### config.mk
export PLATFORM = sky130hd
export DESIGN_NAME = pcm_serial_port
export DESIGN_NICKNAME = d
export VERILOG_FILES = /design/src/core/pcm_word_fifo.v /design/src/core/pcm_serial_port.v
export VERILOG_INCLUDE_DIRS = /design/src /design/src/core
export SDC_FILE = /design/constraint.sdc
export NUM_CORES = 1
export LEC_CHECK = 0
export BUFFER_PORTS_ARGS = -buffer_cell sky130_fd_sc_hd__buf_2
export CAP_MARGIN = 20
export CORE_UTILIZATION = 30
export DETAILED_ROUTE_END_ITERATION = 10
export PLACE_DENSITY = 0.49
export SLEW_MARGIN = 40
export SYNTH_ARGS = -nofsm -noshare
export SYNTH_HDL_FRONTEND = slang
export SYNTH_SLANG_ARGS = --single-unit
### constraint.sdc
create_clock -name clk_sys -period 3 [get_ports clk_sys]
set_clock_uncertainty 0.15 [all_clocks]
set_input_delay 0.45 -clock clk_sys [delete_from_list [all_inputs] [get_ports clk_sys]]
set_output_delay 0.45 -clock clk_sys [all_outputs]
set_load 0.02 [all_outputs]
### src/core/pcm_regs.vh
// Constants for the PCM codec serial port: pin slots, codes and timing counts.
`ifndef PCM_REGS_VH
`define PCM_REGS_VH

// ----------------------------------------------------------------------------
// Pin slots in the synchroniser vector
// ----------------------------------------------------------------------------
`define PCM_PIN_MCLK    0
`define PCM_PIN_TFS     1
`define PCM_PIN_TBC     2
`define PCM_PIN_RFS     3
`define PCM_PIN_RBC     4
`define PCM_PIN_RDAT    5
`define PCM_PIN_PDN     6
`define PCM_PIN_LAW     7
`define PCM_PIN_COUNT   8

// ----------------------------------------------------------------------------
// Prescaler: master-clock edges per 8 kHz frame and the divide ratios
// ----------------------------------------------------------------------------
`define PCM_EDGES_1X    10'h028
`define PCM_EDGES_2X    10'h060
`define PCM_EDGES_6X    10'h0E0
`define PCM_EDGES_8X    10'h120
`define PCM_EDGES_10X   10'h190
`define PCM_RATIO_1     5'h01
`define PCM_RATIO_2     5'h02
`define PCM_RATIO_6     5'h06
`define PCM_RATIO_8     5'h08
`define PCM_RATIO_10    5'h0A
`define PCM_RATIO_16    5'h10

// ----------------------------------------------------------------------------
// Word codes (chord, step; sign added outside)
// ----------------------------------------------------------------------------
`define PCM_MU_FULL     7'h00
`define PCM_MU_ZERO     7'h7F
`define PCM_A_FULL      7'h2A
`define PCM_A_ZERO      7'h55
`define PCM_MU_TONE_A   7'h1E
`define PCM_MU_TONE_B   7'h0B
`define PCM_A_TONE_A    7'h34
`define PCM_A_TONE_B    7'h21

// ----------------------------------------------------------------------------
// Word source select and counts
// ----------------------------------------------------------------------------
`define PCM_SRC_USER    2'h0
`define PCM_SRC_ZERO    2'h1
`define PCM_SRC_TONE    2'h2
`define PCM_SRC_FULL    2'h3
`define PCM_BITS        4'h8
`define PCM_ARM_EDGES   2'h3
`define PCM_CLK_NS      10
`define PCM_PD_IDLE_NS  375000
`define PCM_PD_IDLE_CYC (`PCM_PD_IDLE_NS / `PCM_CLK_NS)
`define PCM_FIFO_DEPTH  16
`define PCM_FIFO_AW     4

`endif

### src/core/pcm_word_fifo.v
// Word FIFO with a registered output stage for received PCM words.
`timescale 1ns/1ns

module pcm_word_fifo #(
	parameter WIDTH = 8,
	parameter DEPTH = 16,
	parameter AW    = 4
) (
	input  wire             clk_sys,
	input  wire             rst_b,
	input  wire             in_valid,
	output wire             in_ready,
	input  wire [WIDTH-1:0] in_data,
	output reg              out_valid,
	input  wire             out_ready,
	output reg  [WIDTH-1:0] out_data
);

	// ------------------------------------------------------------------------
	// Storage and pointers
	// ------------------------------------------------------------------------
	reg [WIDTH-1:0] mem_q [0:DEPTH-1]; // Word storage.
	reg [AW-1:0]    wr_q;              // Write pointer.
	reg [AW-1:0]    rd_q;              // Read pointer.
	reg [AW:0]      cnt_q;             // Words held in storage.
	wire            push;              // Accepted write this cycle.
	wire            pop;               // Storage word moves to the output stage.

	// Full is honest: the output stage counts apart, so ready falls at DEPTH.
	assign in_ready = (cnt_q != DEPTH[AW:0]);
	assign push     = in_valid && in_ready;
	assign pop      = (cnt_q != {(AW+1){1'b0}}) && (!out_valid || out_ready);

	// Storage write; no reset needed because the count guards every read.
	always @(posedge clk_sys) begin
		if (push) begin
			mem_q[wr_q] <= in_data;
		end
	end

	// Pointers, count and the output stage.
	always @(posedge clk_sys) begin
		if (!rst_b) begin
			wr_q      <= {AW{1'b0}};
			rd_q      <= {AW{1'b0}};
			cnt_q     <= {(AW+1){1'b0}};
			out_valid <= 1'b0;
			out_data  <= {WIDTH{1'b0}};
		end else begin
			if (push) begin
				wr_q <= wr_q + 1'b1;
			end
			if (pop) begin
				rd_q      <= rd_q + 1'b1;
				out_data  <= mem_q[rd_q];
				out_valid <= 1'b1;
			end else if (out_ready) begin
				out_valid <= 1'b0;
			end
			if (push && !pop) begin
				cnt_q <= cnt_q + 1'b1;
			end else if (pop && !push) begin
				cnt_q <= cnt_q - 1'b1;
			end
		end
	end

endmodule // pcm_word_fifo

### src/core/pcm_serial_port.v
// Serial PCM highway port of the codec: prescaler, framing, shift logic.
`timescale 1ns/1ns
`include "pcm_regs.vh"

// Function
// - Auto-select divide ratio for 256 kHz tick
// - Prescaler independent of frame sync format
// - Eight-bit words, pin selects companding law
// - Mu-law zero and full-scale codes
// - A-law zero and full-scale codes
// - Eight-phase reference tone code sequence
// - Same serial timing for both laws
// - Frame syncs also time encode and decode
// - Two high falling edges mean long sync
// - Exactly one high falling edge: short sync
// - Transmit decision per frame, shared by receive
// - Long: drive once sync and clock high
// - Long: float after half-last-bit and sync low, whichever is later
// - Short: drive from next rise to mid-last-bit
// - Float two frames after reset or wake
// - Long: shift eight bits on falling edges
// - Long: hand word over on ninth rise
// - Short: sampled sync starts eight-bit capture
// - Short: hand word over on next rise
// - Receive works on its own sync and clock
// - Stuck receive clock selects common-clock mode
// - Power down on pin or idle syncs
// - Receive clocks may be asynchronous to transmit
// - Output floats unless a word is driven
module pcm_serial_port #(
	parameter PD_IDLE_CYC = `PCM_PD_IDLE_CYC
) (
	input  wire       clk_sys,
	input  wire       rst_b,
	input  wire       mclk_in,
	input  wire       tx_frame_sync,
	input  wire       tx_bit_clock,
	input  wire       rx_frame_sync,
	input  wire       rx_bit_clock,
	input  wire       rx_pcm_in,
	input  wire       powerdown_in_n,
	input  wire       law_select_a,
	output reg        tx_pcm_out,
	output reg        tx_pcm_oe,
	input  wire [1:0] tx_source_sel,
	input  wire [7:0] tx_word_in,
	output reg        encode_strobe,
	output reg        seq_tick,
	output reg  [4:0] prescale_ratio,
	output reg        long_frame_mode,
	output reg        powered_down,
	output reg        interchip_link_mode,
	output reg        general_circuit_mode,
	output wire       rx_word_valid,
	input  wire       rx_word_ready,
	output wire [7:0] rx_word_data,
	output reg        rx_overrun
);

	// ------------------------------------------------------------------------
	// Helper functions
	// ------------------------------------------------------------------------
	// Chord and step of a fixed code for either law; sign is added outside.
	function [6:0] fixed_code;
		input       law_a;
		input [1:0] sel;
		begin
			if (sel == `PCM_SRC_FULL) begin
				fixed_code = law_a ? `PCM_A_FULL : `PCM_MU_FULL;
			end else begin
				fixed_code = law_a ? `PCM_A_ZERO : `PCM_MU_ZERO;
			end
		end
	endfunction

	// Reference tone: outer phases use one code, inner phases the other.
	function [7:0] tone_code;
		input       law_a;
		input [2:0] phase;
		reg         outer;
		begin
			outer = (phase[1:0] == 2'h0) || (phase[1:0] == 2'h3);
			if (outer) begin
				tone_code = {phase[2], law_a ? `PCM_A_TONE_A : `PCM_MU_TONE_A};
			end else begin
				tone_code = {phase[2], law_a ? `PCM_A_TONE_B : `PCM_MU_TONE_B};
			end
		end
	endfunction

	// Divide ratio from master-clock edges counted over one frame.
	function [4:0] ratio_of;
		input [9:0] edges;
		begin
			if (edges <= `PCM_EDGES_1X) begin
				ratio_of = `PCM_RATIO_1;
			end else if (edges <= `PCM_EDGES_2X) begin
				ratio_of = `PCM_RATIO_2;
			end else if (edges <= `PCM_EDGES_6X) begin
				ratio_of = `PCM_RATIO_6; // The 1.544 MHz clock also lands here.
			end else if (edges <= `PCM_EDGES_8X) begin
				ratio_of = `PCM_RATIO_8;
			end else if (edges <= `PCM_EDGES_10X) begin
				ratio_of = `PCM_RATIO_10;
			end else begin
				ratio_of = `PCM_RATIO_16;
			end
		end
	endfunction

	// ------------------------------------------------------------------------
	// Pin synchronisers
	// ------------------------------------------------------------------------
	wire [`PCM_PIN_COUNT-1:0] pin_raw;   // All asynchronous pins.
	reg  [`PCM_PIN_COUNT-1:0] pin_m_q;   // First stage, read only by the second.
	reg  [`PCM_PIN_COUNT-1:0] pin_s_q;   // Safe levels.
	reg  [`PCM_PIN_COUNT-1:0] pin_d_q;   // One cycle older, for edge detection.

	assign pin_raw = {law_select_a, powerdown_in_n, rx_pcm_in, rx_bit_clock,
		rx_frame_sync, tx_bit_clock, tx_frame_sync, mclk_in};

	genvar gi;
	generate
		for (gi = 0; gi < `PCM_PIN_COUNT; gi = gi + 1) begin : g_sync
			// Three flops per pin, two to synchronise and one for edges; receive pins are unrelated to transmit ones.
			always @(posedge clk_sys) begin
				// The power-down pin rests high, so its flops reset high; a low
				// reset value would fake a power-down right after reset ends.
				if (!rst_b) begin
					pin_m_q[gi] <= (gi == `PCM_PIN_PDN) ? 1'b1 : 1'b0;
					pin_s_q[gi] <= (gi == `PCM_PIN_PDN) ? 1'b1 : 1'b0;
					pin_d_q[gi] <= (gi == `PCM_PIN_PDN) ? 1'b1 : 1'b0;
				end else begin
					pin_m_q[gi] <= pin_raw[gi];
					pin_s_q[gi] <= pin_m_q[gi];
					pin_d_q[gi] <= pin_s_q[gi];
				end
			end
		end
	endgenerate

	wire tfs     = pin_s_q[`PCM_PIN_TFS];
	wire tbc     = pin_s_q[`PCM_PIN_TBC];
	wire rfs     = pin_s_q[`PCM_PIN_RFS];
	wire rbc     = pin_s_q[`PCM_PIN_RBC];
	wire law_a   = pin_s_q[`PCM_PIN_LAW];
	wire mclk_up = pin_s_q[`PCM_PIN_MCLK] & ~pin_d_q[`PCM_PIN_MCLK];
	wire tfs_up  = tfs & ~pin_d_q[`PCM_PIN_TFS];
	wire tbc_up  = tbc & ~pin_d_q[`PCM_PIN_TBC];
	wire tbc_dn  = ~tbc & pin_d_q[`PCM_PIN_TBC];
	wire rbc_up  = rbc & ~pin_d_q[`PCM_PIN_RBC];
	wire rbc_dn  = ~rbc & pin_d_q[`PCM_PIN_RBC];
	wire rbc_chg = rbc ^ pin_d_q[`PCM_PIN_RBC];

	// ------------------------------------------------------------------------
	// Prescaler
	// ------------------------------------------------------------------------
	reg [9:0] mclk_cnt_q;   // Master-clock edges since the last frame start.
	reg [4:0] div_cnt_q;    // Position inside the current divide period.

	// Only the frame-start edge is used, never its width, so the format
	// of the sync pulse cannot disturb the sequencing clock.
	always @(posedge clk_sys) begin
		if (!rst_b) begin
			mclk_cnt_q     <= 10'h000;
			div_cnt_q      <= 5'h00;
			prescale_ratio <= `PCM_RATIO_1;
			seq_tick       <= 1'b0;
		end else begin
			seq_tick <= 1'b0;
			if (tfs_up) begin
				prescale_ratio <= ratio_of(mclk_cnt_q);
				mclk_cnt_q     <= {9'h000, mclk_up};
			end else if (mclk_up && mclk_cnt_q != 10'h3FF) begin
				mclk_cnt_q <= mclk_cnt_q + 10'h001;
			end
			if (mclk_up) begin
				if (div_cnt_q + 5'h01 >= prescale_ratio) begin
					div_cnt_q <= 5'h00;
					seq_tick  <= 1'b1;
				end else begin
					div_cnt_q <= div_cnt_q + 5'h01;
				end
			end
		end
	end

	// ------------------------------------------------------------------------
	// Power-down, start-up guard and common-clock detection
	// ------------------------------------------------------------------------
	reg [31:0] idle_cnt_q;  // Cycles with both frame syncs low.
	reg [1:0]  arm_cnt_q;   // Frame starts seen since waking.
	reg [1:0]  stuck_cnt_q; // Frame starts with no receive clock change.
	reg        rbc_moved_q; // Receive clock changed since last frame start.
	wire       idle_pd   = (idle_cnt_q >= PD_IDLE_CYC);
	wire       pd_now    = !pin_s_q[`PCM_PIN_PDN] || idle_pd;
	wire       common    = interchip_link_mode || general_circuit_mode;
	wire       tx_armed  = (arm_cnt_q == `PCM_ARM_EDGES);

	always @(posedge clk_sys) begin
		if (!rst_b) begin
			idle_cnt_q           <= 32'h00000000;
			arm_cnt_q            <= 2'h0;
			stuck_cnt_q          <= 2'h0;
			rbc_moved_q          <= 1'b0;
			powered_down         <= 1'b0;
			interchip_link_mode  <= 1'b0;
			general_circuit_mode <= 1'b0;
		end else begin
			// Both syncs low for long enough, or the pin, powers down.
			if (tfs || rfs) begin
				idle_cnt_q <= 32'h00000000;
			end else if (!idle_pd) begin
				idle_cnt_q <= idle_cnt_q + 32'h00000001;
			end
			powered_down <= pd_now;
			// Driving stays barred until two full frames have passed.
			if (pd_now) begin
				arm_cnt_q <= 2'h0;
			end else if (tfs_up && !tx_armed) begin
				arm_cnt_q <= arm_cnt_q + 2'h1;
			end
			// A receive clock stuck across two frame starts means common clock.
			if (tfs_up) begin
				rbc_moved_q <= rbc_chg;
				if (rbc_moved_q || rbc_chg) begin
					stuck_cnt_q          <= 2'h0;
					interchip_link_mode  <= 1'b0;
					general_circuit_mode <= 1'b0;
				end else if (stuck_cnt_q == 2'h0) begin
					stuck_cnt_q <= 2'h1;
				end else begin
					interchip_link_mode  <= rbc;
					general_circuit_mode <= !rbc;
				end
			end else if (rbc_chg) begin
				rbc_moved_q <= 1'b1;
			end
		end
	end

	// ------------------------------------------------------------------------
	// Transmit framing and shifter
	// ------------------------------------------------------------------------
	reg [1:0] fs_hi_cnt_q; // Falling edges seen with the transmit sync high.
	reg       short_pend_q;// Short sync sampled, word starts on next rise.
	reg       tx_seen_q;   // A word already started inside this sync pulse.
	reg       tx_busy_q;   // Word in progress.
	reg       tx_long_q;   // Format of the word in progress.
	reg [3:0] tx_fall_q;   // Falling edges since the word started.
	reg [7:0] tx_sh_q;     // Remaining bits, next bit at the top.
	reg [2:0] tone_ph_q;   // Tone phase for the next word.
	reg [7:0] tx_word;     // Word chosen for the next transfer.
	wire      tx_run     = !powered_down && !common;
	wire      long_start = long_frame_mode && tfs && tbc && !tx_busy_q && !tx_seen_q;
	wire      short_start = short_pend_q && tbc_up && !tx_busy_q;
	wire      tx_bits_done = (tx_fall_q == `PCM_BITS);

	// The law only changes code values; framing below never reads it.
	always @* begin
		case (tx_source_sel)
			`PCM_SRC_USER: tx_word = tx_word_in;
			`PCM_SRC_ZERO: tx_word = {1'b1, fixed_code(law_a, tx_source_sel)};
			`PCM_SRC_TONE: tx_word = tone_code(law_a, tone_ph_q);
			default:       tx_word = {1'b1, fixed_code(law_a, tx_source_sel)};
		endcase
	end

	always @(posedge clk_sys) begin
		if (!rst_b) begin
			fs_hi_cnt_q     <= 2'h0;
			long_frame_mode <= 1'b0;
			short_pend_q    <= 1'b0;
			tx_seen_q       <= 1'b0;
			tx_busy_q       <= 1'b0;
			tx_long_q       <= 1'b0;
			tx_fall_q       <= 4'h0;
			tx_sh_q         <= 8'h00;
			tone_ph_q       <= 3'h0;
			tx_pcm_out      <= 1'b0;
			tx_pcm_oe       <= 1'b0;
			encode_strobe   <= 1'b0;
		end else begin
			encode_strobe <= 1'b0;
			if (!tfs) begin
				tx_seen_q <= 1'b0;
			end
			// Width of each sync pulse, in falling edges, picks the next format.
			if (tbc_dn) begin
				if (tfs) begin
					if (fs_hi_cnt_q != 2'h2) begin
						fs_hi_cnt_q <= fs_hi_cnt_q + 2'h1;
					end
					if (!long_frame_mode && !tx_busy_q) begin
						short_pend_q <= 1'b1;
					end
				end else if (fs_hi_cnt_q != 2'h0) begin
					long_frame_mode <= (fs_hi_cnt_q == 2'h2);
					fs_hi_cnt_q     <= 2'h0;
				end
			end
			if (!tx_run) begin
				// Power-down or a common-clock mode floats the output at once.
				tx_busy_q    <= 1'b0;
				tx_pcm_oe    <= 1'b0;
				short_pend_q <= 1'b0;
			end else if (long_start || short_start) begin
				// Word begins, sign bit first; the encoder is told too.
				tx_busy_q     <= 1'b1;
				tx_seen_q     <= 1'b1;
				short_pend_q  <= 1'b0;
				tx_long_q     <= long_start;
				tx_fall_q     <= 4'h0;
				tx_pcm_out    <= tx_word[7];
				tx_sh_q       <= {tx_word[6:0], 1'b0};
				tx_pcm_oe     <= tx_armed;
				tone_ph_q     <= tone_ph_q + 3'h1;
				encode_strobe <= 1'b1;
			end else if (tx_busy_q) begin
				if (tbc_up && !tx_bits_done) begin
					tx_pcm_out <= tx_sh_q[7];
					tx_sh_q    <= {tx_sh_q[6:0], 1'b0};
				end
				if (tbc_dn && !tx_bits_done) begin
					tx_fall_q <= tx_fall_q + 4'h1;
				end
				// Release at mid last bit, or when a long sync ends if later.
				if (tx_bits_done && (!tx_long_q || !tfs)) begin
					tx_busy_q <= 1'b0;
					tx_pcm_oe <= 1'b0;
				end
			end
		end
	end

	// ------------------------------------------------------------------------
	// Receive framing and shifter
	// ------------------------------------------------------------------------
	reg       rx_busy_q;   // Capture in progress.
	reg       rx_seen_q;   // A capture already started inside this sync pulse.
	reg [3:0] rx_cnt_q;    // Bits captured so far.
	reg [7:0] rx_sh_q;     // Assembling word, first bit ends at the top.
	reg       hold_v_q;    // Finished word waiting for FIFO space.
	reg [7:0] hold_q;      // That word.
	wire      fifo_ready;  // FIFO can take a word this cycle.
	// Format comes from the transmit decision, so one sync type serves both.
	wire      rx_long_start  = long_frame_mode && rfs && rbc && !rx_busy_q && !rx_seen_q;
	wire      rx_short_start = !long_frame_mode && rfs && rbc_dn && !rx_busy_q;
	wire      rx_handover    = rx_busy_q && (rx_cnt_q == `PCM_BITS) && rbc_up;

	always @(posedge clk_sys) begin
		if (!rst_b) begin
			rx_busy_q  <= 1'b0;
			rx_seen_q  <= 1'b0;
			rx_cnt_q   <= 4'h0;
			rx_sh_q    <= 8'h00;
			hold_v_q   <= 1'b0;
			hold_q     <= 8'h00;
			rx_overrun <= 1'b0;
		end else begin
			rx_overrun <= 1'b0;
			if (!rfs) begin
				rx_seen_q <= 1'b0;
			end
			if (!tx_run) begin
				rx_busy_q <= 1'b0;
			end else if (rx_long_start || rx_short_start) begin
				rx_busy_q <= 1'b1;
				rx_seen_q <= 1'b1;
				rx_cnt_q  <= 4'h0;
			end else if (rx_busy_q) begin
				if (rbc_dn && rx_cnt_q != `PCM_BITS) begin
					rx_sh_q  <= {rx_sh_q[6:0], pin_s_q[`PCM_PIN_RDAT]};
					rx_cnt_q <= rx_cnt_q + 4'h1;
				end
				if (rx_handover) begin
					rx_busy_q <= 1'b0;
				end
			end
			// The FIFO ready stalls delivery; a word arriving over an unsent one
			// replaces it, because the highway cannot be held back.
			if (rx_handover && tx_run) begin
				hold_q     <= rx_sh_q;
				hold_v_q   <= 1'b1;
				rx_overrun <= hold_v_q && !fifo_ready;
			end else if (hold_v_q && fifo_ready) begin
				hold_v_q <= 1'b0;
			end
		end
	end

	// ------------------------------------------------------------------------
	// Received-word FIFO towards the decoder
	// ------------------------------------------------------------------------
	pcm_word_fifo #(
		.WIDTH (8),
		.DEPTH (`PCM_FIFO_DEPTH),
		.AW    (`PCM_FIFO_AW)
	) u_rx_fifo (
		.clk_sys   (clk_sys),
		.rst_b     (rst_b),
		.in_valid  (hold_v_q),
		.in_ready  (fifo_ready),
		.in_data   (hold_q),
		.out_valid (rx_word_valid),
		.out_ready (rx_word_ready),
		.out_data  (rx_word_data)
	);

endmodule // pcm_serial_port

; Yosys cells after proc, flatten, opt, wreduce, memory -nomap -nowiden
; Memories as Yosys holds them, arrays and structs flattened. A register that Yosys moved wholly into a read port is not among the register bits.
; Cells that the tools add are included.
[classes]
bitwise = 17
magnitude_cmp = 7
n_reduce_logical = 92
n_addsub = 12
mux = 63
n_eq_ne = 13
n_div = 0
shifts = 0
multipliers = 0
[ops]
columns = op, n
row1 = 5-bit 2-to-1 mux, 8
row2 = 1-bit 2-to-1 mux, 34
row3 = "32-bit by 1-bit adder with 32-bit output, second input constant", 1
row4 = "32-bit by 16-bit >= comparator with 1-bit output, second input constant", 1
row5 = 6-bit 2-to-1 mux, 5
row6 = 1-bit logical AND, 29
row7 = 2-bit nonzero test, 14
row8 = 4-bit 2-to-1 mux, 6
row9 = 8-bit 2-to-1 mux, 3
row10 = "10-bit by 9-bit less-or-equal comparator with 1-bit output, second input constant", 2
row11 = 1-bit logical NOT, 18
row12 = 3-bit AND reduction, 6
row13 = "4-bit by 1-bit adder with 4-bit output, second input constant", 4
row14 = 8-bit case mux with 2 select lines, 1
row15 = 2-bit AND reduction, 7
row16 = "10-bit by 1-bit adder with 10-bit output, second input constant", 1
row17 = "5-bit by 1-bit adder with 5-bit output, second input constant", 2
row18 = "2-bit == test, second input constant", 5
row19 = "10-bit by 6-bit less-or-equal comparator with 1-bit output, second input constant", 1
row20 = "10-bit by 7-bit less-or-equal comparator with 1-bit output, second input constant", 1
row21 = "10-bit by 8-bit less-or-equal comparator with 1-bit output, second input constant", 1
row22 = 2-bit 2-to-1 mux, 5
row23 = "10-bit inequality test, second input constant", 1
row24 = 1-bit inverter, 10
row25 = other kinds (18), 38
[word_totals]
register_bits = 144
mem_bits_rw = 128
n_memories = 1
mem_bits_ro = 0
latch_bits = 0
[mem_list]
columns = name, depth, word_bits, rd, rd_clocked_by_memory_dff, wr, line_no
row1 = u_rx_fifo.mem_q, 16, 8, 1, 1, 1, pcm_word_fifo.v:22  ; reg [WIDTH-1:0] mem_q [0:DEPTH-1];

; Depth between registers and ports, before layout
; Gate-level depths: netlist of the first run.
[logic_depth]
depth_word = 7
ltp_mapped = 12
depth_no_buf = 11

; By module
; A second synthesis of the first run with hierarchy kept.
[hier_totals]
hier_cells = 981
hier_area_um2 = 11487.3
[modules_own_cells]
columns = module, instances, area_each_um2, seq_area_each_um2, cells_each
row1 = pcm_word_fifo, 1, 5982.0, 4284.1, 358
row2 = pcm_serial_port, 1, 5505.3, 2562.5, 623

; Worst setup path after synthesis of the first run
; No wires, ideal clock.
[synth_path]
kind = register -> register
start = reg u_rx_fifo.cnt_q[0]
end = reg u_rx_fifo.cnt_q[4]
path_buffers = 1
arrival_time_ps = 2929
synth_period_minus_slack_ps = 3154
path_stages_with_launch = 13
required_time_ps = 2774
slack_ps = -154
path_cell_list = dfxtp_1 or4_1 o21a_1 clkbuf_1 inv_1 ha_1 inv_1 fa_1 a21o_1 a21oi_1 xnor2_1 or3_1 a21boi_0
[synth_via]
elab_chain_len = 5
word_cells_on_any_way = 13
[synth_lines]
columns = element, line_no
row1 = "start, declared", pcm_word_fifo.v:25  ; reg [AW:0] cnt_q;
row2 = "start signal, assigned", pcm_word_fifo.v:46  ; cnt_q <= {(AW+1){1'b0}};
row3 = "start signal, assigned", pcm_word_fifo.v:61  ; cnt_q <= cnt_q + 1'b1;
row4 = "start signal, assigned", pcm_word_fifo.v:63  ; cnt_q <= cnt_q - 1'b1;
row5 = "parallel branches: the longest is 5 deep, another holds 5-bit by 1-bit subtractor with 5-bit output", -
; Several ways; the timed one is not identified. The select of a mux whose other input is x is not followed.
; A chain may end at the register's enable or synchronous reset.

; Final worst setup path of the first run
[layout_path]
start = reg u_rx_fifo.cnt_q[3]
end = reg u_rx_fifo.cnt_q[4]
; The elaborated chain is that of the path after synthesis.

==> results.toml, run 1 <==
[outcome]
status = "finished, final reports clean"

[clock_network]
clockBufferDepth = 3
clkTransAtPathRegs_ns = 0.06
clock_latency_ns = 0.55
cts_tree = "done"
numCtsBuffers = 30
cts_sinks = 278
clock-root-buffer = "clkbuf_16"
cts_max_level = 1

[floorplanning]
die_height_um = 197.7
die_w_um = 197.7
start_util_pct = 30.51
io_pins = 44
die_area_um2 = 39100
core-area_um2 = 37670
row_count = 71

[power_and_ir_drop]
p_per_area_nw_per_um2 = 582.9
leakage_nw = 4.750
power_w = 0.007839
peakVddDrop_uv = 549.5

[synth]
synth.most_common_cell = "dfxtp_1"
synthArstFlopShare_pct = 0
synthFlopType = "dfxtp_1"
seq_area_frac_synth_pct = 59.57
synthesis.instances = 938
synth_top_area_share_pct = 33.44
ys.warnings.count = 0
syn_nets = 989
syn-cell-area_um2 = 11490
synth_cell_types = 68
ys_top_cells_by_area = "edfxtp_1 (33%), dfxtp_1 (26%), mux4_2 (6.3%), ha_1 (3.2%), nand2_1 (2.5%)"
synth_area_per_cell_um2 = 12.25
synth_top_area_cell = "edfxtp_1"
synth-edff-count = 128
ys_ff_latch = 278
synthTopCellsByCount = "dfxtp_1 (150), edfxtp_1 (128), nand2_1 (77), nor2_1 (53), clkbuf_1 (35)"

[setup_path]
startpoint_type = "flip-flop"
critPathMaxFanout = 4
crit_required_ns = 3.33
cp.arrival_ns = 3.17
crit_type = "flip-flop to flip-flop"
cp-end-kind = "flip-flop"

[sta]
final-setup-viol-count = 0
maxSlewViolCount = 0
slew_headroom_pct = 45.54
worst_pin_slew_ns = 0.8138
setup_tns_ns = 0
min_period_over_period_pct = 94.64
fmax_ghz = 0.3522
timing.final.ws_setup_ns = 0.1608
hold_violations = 0
rsz0062_at_grt = "no"
finalCriticalPeriod_ns = 2.839

[placed_design]
gp_congestion = 0.7434
dp_cells = 1467
hpwl_um = 15280
post-place-ws_ns = 0.1272
io_buffers = 43

[cells_and_area]
area_growth_pct = 17.01
drive_gt1_share_pct = 16.67
finalNetCount = 1047
finish.utilization_pct = 35.71
stdcell_count = 1532

[global_route]
antenna_found_initial = 0
grt-ovfl-total = 0
grt_usage_pct = 12.51
grt_max_degree = 40
grt_pass1_wl_um = 38820
grt_pass1_vias = 7089

[detailed_routing]
vias_per_cell = 4.668
wl_per_cell_um = 15.56
drtIter0Drc = 302
ant_nets = 0
wl_um = 23840
route.detailed.drc = 0
vias = 7151
dr.pass1.iters = 4

[worst_hold_path]
hp-class = "primary input to flip-flop"

[flow_run]
cap_violations = 0
[worst paths after layout]
check	start	slack, ns	cells past startpoint	to
max	u_rx_fifo.cnt_q[3]	0.16	11	u_rx_fifo.cnt_q[4]
min	rx_word_ready	0.06	3	u_rx_fifo.out_valid
max reg2reg	u_rx_fifo.cnt_q[3]	0.16	11	u_rx_fifo.cnt_q[4]
min reg2reg	pin_m_q[6]	0.27	1	pin_s_q[6]
[layer usage]
metal	vias up	global-route usage (%)	share of wire, %
met3	41	1.788	2.9
met5	-	0	0
met2	94	20.72	46
met4	0	3.072	2.3
li1	3579	-	-
met1	3437	17.16	49
[critical path: stages (launching register included)]
cell,delay [ns]
dfxtp_1,0.33
or4_1,0.54
o21a_1,0.20
inv_1,0.06
ha_2,0.19
inv_2,0.06
fa_2,0.40
a21o_1,0.17
a21oi_2,0.14
xnor2_1,0.08
or3_1,0.30
a21boi_1,0.14
[where the power goes]
part	switching [W]	internal [W]	leakage (nW)
Combinational	0.0000789	0.0000547	1.85
Sequential	0.0000145	0.00395	2.40
Clock	0.00150	0.00224	0.505
[state kept, by name, summed over array words and instances, names as in the netlist, 2 cells and up]
register	count
div_cnt_q	5
pin_m_q	8
rx_cnt_q	4
arm_cnt_q	2
u_rx_fifo.mem_q	128
tx_fall_q	4
tone_ph_q	3
hold_q	8
prescale_ratio	5
idle_cnt_q	32
mclk_cnt_q	10
pin_d_q	4
u_rx_fifo.rd_q	4
tx_sh_q	7
fs_hi_cnt_q	2
pin_s_q	3
u_rx_fifo.cnt_q	5
u_rx_fifo.out_data	8
rx_sh_q	8
u_rx_fifo.wr_q	4
[stage by stage]
stage	cell area, um^2	hold WS (ns)
floorplan	11510	0.2363
global placement	12340	0.2508
detailed placement	12350	0.2615
CTS	13440	0.05622
global route	13450	0.1058
finish	13450	0.06272
[timing repair]
item                                    in CTS  in global routing
hold buffers                                 8                  0
setup buffers                                0                  0
hold endpoints to repair                     8                  0
gates resized for setup                      0                  2
endpoints found under the setup margin       0                  1
[cells in the final DEF, fill, tap and decap left out, types with 4 or more instances in the layout]
cell type	synthesis	layout
nand2b_1	14	14
nand3_1	18	18
and2_1	33	33
nor3_1	14	13
a221oi_1	9	9
o21ai_1	8	8
a211oi_1	5	5
or3_1	10	10
or4_1	6	6
mux2i_1	15	15
a21boi_0	22	21
a21oi_1	26	25
dlygate4sd3_1	0	8
and3_1	26	26
nor4_1	5	5
o21a_1	5	5
edfxtp_1	128	128
nand2_1	77	77
a22o_1	8	8
o22ai_1	11	11
inv_1	30	29
nor2_1	53	50
o31ai_1	6	6
mux4_2	32	32
clkbuf_16	0	31
nor2b_1	24	24
o21ai_0	15	15
clkbuf_1	35	5
xor2_1	12	12
buf_2	8	42
xnor2_1	20	20
ha_1	29	28
clkinv_2	0	9
clkbuf_8	0	4
buf_4	1	25
o211ai_1	5	5
nand4_1	14	14
nand3b_1	8	8
dfxtp_1	150	148
a31oi_1	4	4
[logic make-up after synthesis]
group           after synthesis  synth area share (%)
mux                          47                 7.577
fa+ha+maj                    30                 3.331
simple gates                315                 14.45
compound gates              156                 9.732
buf+inv                      80                 2.907
flops                       278                 59.57
xor+xnor                     32                 2.439
[area by class of cell]
type	count	area, um^2
sequential	278	6849
multi-input combinational	580	4334
clock buffer	40	849.6
clock inverter	16	163.9
timing repair buffer	76	498.0
tap	511	639.4
antenna	1	2.502
inverter	30	112.6
fill	3771	24220
Power figures use the tool's default switching activity.
==> run 2, diff against run 1 <==
Settings changed: ABC_AREA set to 1.
==> results.toml, run 2 <==
[cells_and_area]
mostFrequentLayoutCells = "nand2_1 (323), nor2_1 (234), dfxtp_1 (147), inv_1 (141), edfxtp_1 (128)"
finalNetCount = 1534
largest_reg_flops = 128
reg_top3 = "u_rx_fifo.mem_q x128, idle_cnt_q x32, mclk_cnt_q x10"
drive_gt1_share_pct = 10.94
num_antenna_cells = 0
regMostFlops = "u_rx_fifo.mem_q"
finish.utilization_pct = 35.52
nFillCells = 4171
area_growth_pct = 15.49
layout_commonest_cell = "nand2_1"
stdcell_count = 2033

[detailed_routing]
wl_um = 27940
vias_per_cell = 4.501
drtIter0Drc = 443
wl_per_cell_um = 13.74
dr.pass1.iters = 5
ant_nets = 0
vias = 9150
route.detailed.drc = 0

[power_and_ir_drop]
p_sw_share_pct = 28.64
combinationalPowerShare_pct = 17.0
p_seq_share_pct = 42.0
p_sw_w = 0.002807
p_int_w = 0.006994
clkPwrFrac_pct = 41.1
peakVddDrop_uv = 413.0
leakage_nw = 5.841
p_per_area_nw_per_um2 = 686.6

[setup_path]
startpoint_type = "flip-flop"
crit_required_ns = 3.35
critPathMaxFanout = 7
crit_start = "u_rx_fifo.cnt_q[0]"
reg2reg_from = "u_rx_fifo.cnt_q[0]"
crit_type = "flip-flop to flip-flop"
cp-end-kind = "flip-flop"
cp.arrival_ns = 2.94

[clock_network]
cts_max_level = 1
clock_latency_ns = 0.57
clock-root-buffer = "clkbuf_16"
cts_tree = "done"
clockBufferDepth = 3
cts_setup_buffers = 0
clkTransAtPathRegs_ns = 0.06
cts_resized = 0
cts_sinks = 278
numCtsBuffers = 31
cts_hold_buf = 8

[worst_hold_path]
hp-class = "primary input to flip-flop"
hp-start = "rx_word_ready"

[synth]
synth_area_per_cell_um2 = 8.619
synth.most_common_cell = "nand2_1"
ys_ff_latch = 278
seq_area_frac_synth_pct = 55.40
synth_top_area_cell = "edfxtp_1"
synth-edff-count = 128
syn-cell-area_um2 = 12360
synthFlopType = "dfxtp_1"
ys_top_cells_by_area = "edfxtp_1 (31%), dfxtp_1 (24%), nand2_1 (9.8%), nor2_1 (7.1%), nand3_1 (4.5%)"
synth_top_area_share_pct = 31.10
syn_nets = 1485
synthesis.instances = 1434
ys.warnings.count = 0
synthArstFlopShare_pct = 0
synthTopCellsByCount = "nand2_1 (323), nor2_1 (234), dfxtp_1 (150), inv_1 (143), edfxtp_1 (128)"
synth_cell_types = 41

[sta]
hold_violations = 0
rsz0062_at_grt = "no"
fmax_ghz = 0.3864
finalCriticalPeriod_ns = 2.588
slew_headroom_pct = 46.16
min_period_over_period_pct = 86.27
final-setup-viol-count = 0
setup_tns_ns = 0
maxSlewViolCount = 0
worst_pin_slew_ns = 0.8046

[global_route]
grt_pass1_wl_um = 46740
antenna_found_initial = 1
grt_max_degree = 67
grt_pass1_vias = 9030
grt_usage_pct = 13.79
grt-ovfl-total = 0

[placed_design]
io_buffers = 43
dp_cells = 1967
gp_congestion = 0.7839
hpwl_um = 18210

[floorplanning]
die_w_um = 205.0
die_height_um = 205.0
start_util_pct = 30.75
die_area_um2 = 42010
io_pins = 44
row_count = 73
core-area_um2 = 40190

[flow_run]
cap_violations = 0

[outcome]
status = "finished, final reports clean"
## run 2: changes by cell type in the layout (fill, tap and decap cells not counted), sizes merged, moves of 24 or more
cell / previous run / this run
nor2b: 24 / 0
a21boi: 24 / 0
a21oi: 28 / 60
and3: 26 / 0
nand3: 18 / 114
mux4: 32 / 0
and2: 33 / 0
nor2: 53 / 246
o21ai: 23 / 91
inv: 32 / 151
nand2: 77 / 338
## run 2: final timing paths
kind / slack (ns) / cells after the start / endpoint
max: 0.41 / 13 / u_rx_fifo.cnt_q[4]
max reg2reg: 0.41 / 13 / u_rx_fifo.cnt_q[4]
min reg2reg: 0.26 / 2 / pin_s_q[0]
min: 0.05 / 4 / u_rx_fifo.out_valid
## run 2: kinds of logic (layout without fill, tap and decap cells)
kind of cell | Yosys count | count (layout) | share of synthesized area, %
AND/OR/NAND/NOR | 734 | 734 | 25.77
flip-flops | 278 | 278 | 55.40
buffers and inverters | 203 | 277 | 6.651
AO/OA/AOI/OAI | 158 | 158 | 6.864
adder cells (fa/ha/maj) | 30 | 30 | 3.098
XOR/XNOR | 30 | 30 | 2.126
multiplexers | 1 | 1 | 0.09111
## run 2: layout make-up
type | count | area [um^2] | area share, %
flip-flops and latches | 278 | 6850 | 47.99
multi-input cells | 953 | 4691 | 32.86
inverters | 155 | 581.8 | 4.076
repair buffers | 64 | 405.4 | 2.840
clock inverters | 18 | 239.0 | 1.674
well taps | 525 | 656.9 | 4.602
clock buffers | 40 | 849.6 | 5.952
## run 2: routing by layer
layer / GRT usage, % / vias up / wire [um]
met1: 18.05 / 4220 / 13160
met3: 2.450 / 51 / 1081
met2: 23.09 / 133 / 13010
met5: 0 / - / 12
li1: - / 4744 / -
met4: 4.101 / 2 / 666
## run 2: power groups by stage
stage / Combinational, W / Clock (W) / Sequential, W
CTS: 0.00169 / 0.00413 / 0.00412
finish: 0.00166 / 0.00403 / 0.00411
floorplan: 0.00115 / 0 / 0.00424
global route: 0.00191 / 0.00428 / 0.00413
detailed placement: 0.00167 / 0 / 0.00420
global placement: 0.00169 / 0 / 0.00419
## run 2: worst max-delay path, cell delays in order (launching register included)
cell	delay, ns
dfxtp_1	0.42
nor2_1	0.09
nand4_1	0.09
nand2_1	0.12
inv_1	0.20
ha_1	0.22
inv_1	0.11
fa_1	0.48
nand2_1	0.08
nand2_1	0.05
a21oi_1	0.15
xor2_1	0.16
nand2_1	0.06
a21oi_1	0.13
## run 2: per-stage QoR
stage | hold WS, ns | setup slack (ns) | power (W) | cell area [um^2]
2_1_floorplan | 0.2405 | 0.7214 | 0.005388 | 12360
3_3_place_gp | 0.2442 | 0.4721 | 0.005883 | 13100
3_5_place_dp | 0.2525 | 0.4510 | 0.005871 | 13100
4_1_cts | 0.01099 | 0.3973 | 0.009941 | 14270
5_1_grt | 0.04865 | 0.1135 | 0.01031 | 14270
6_report | 0.04826 | 0.4118 | 0.009801 | 14270
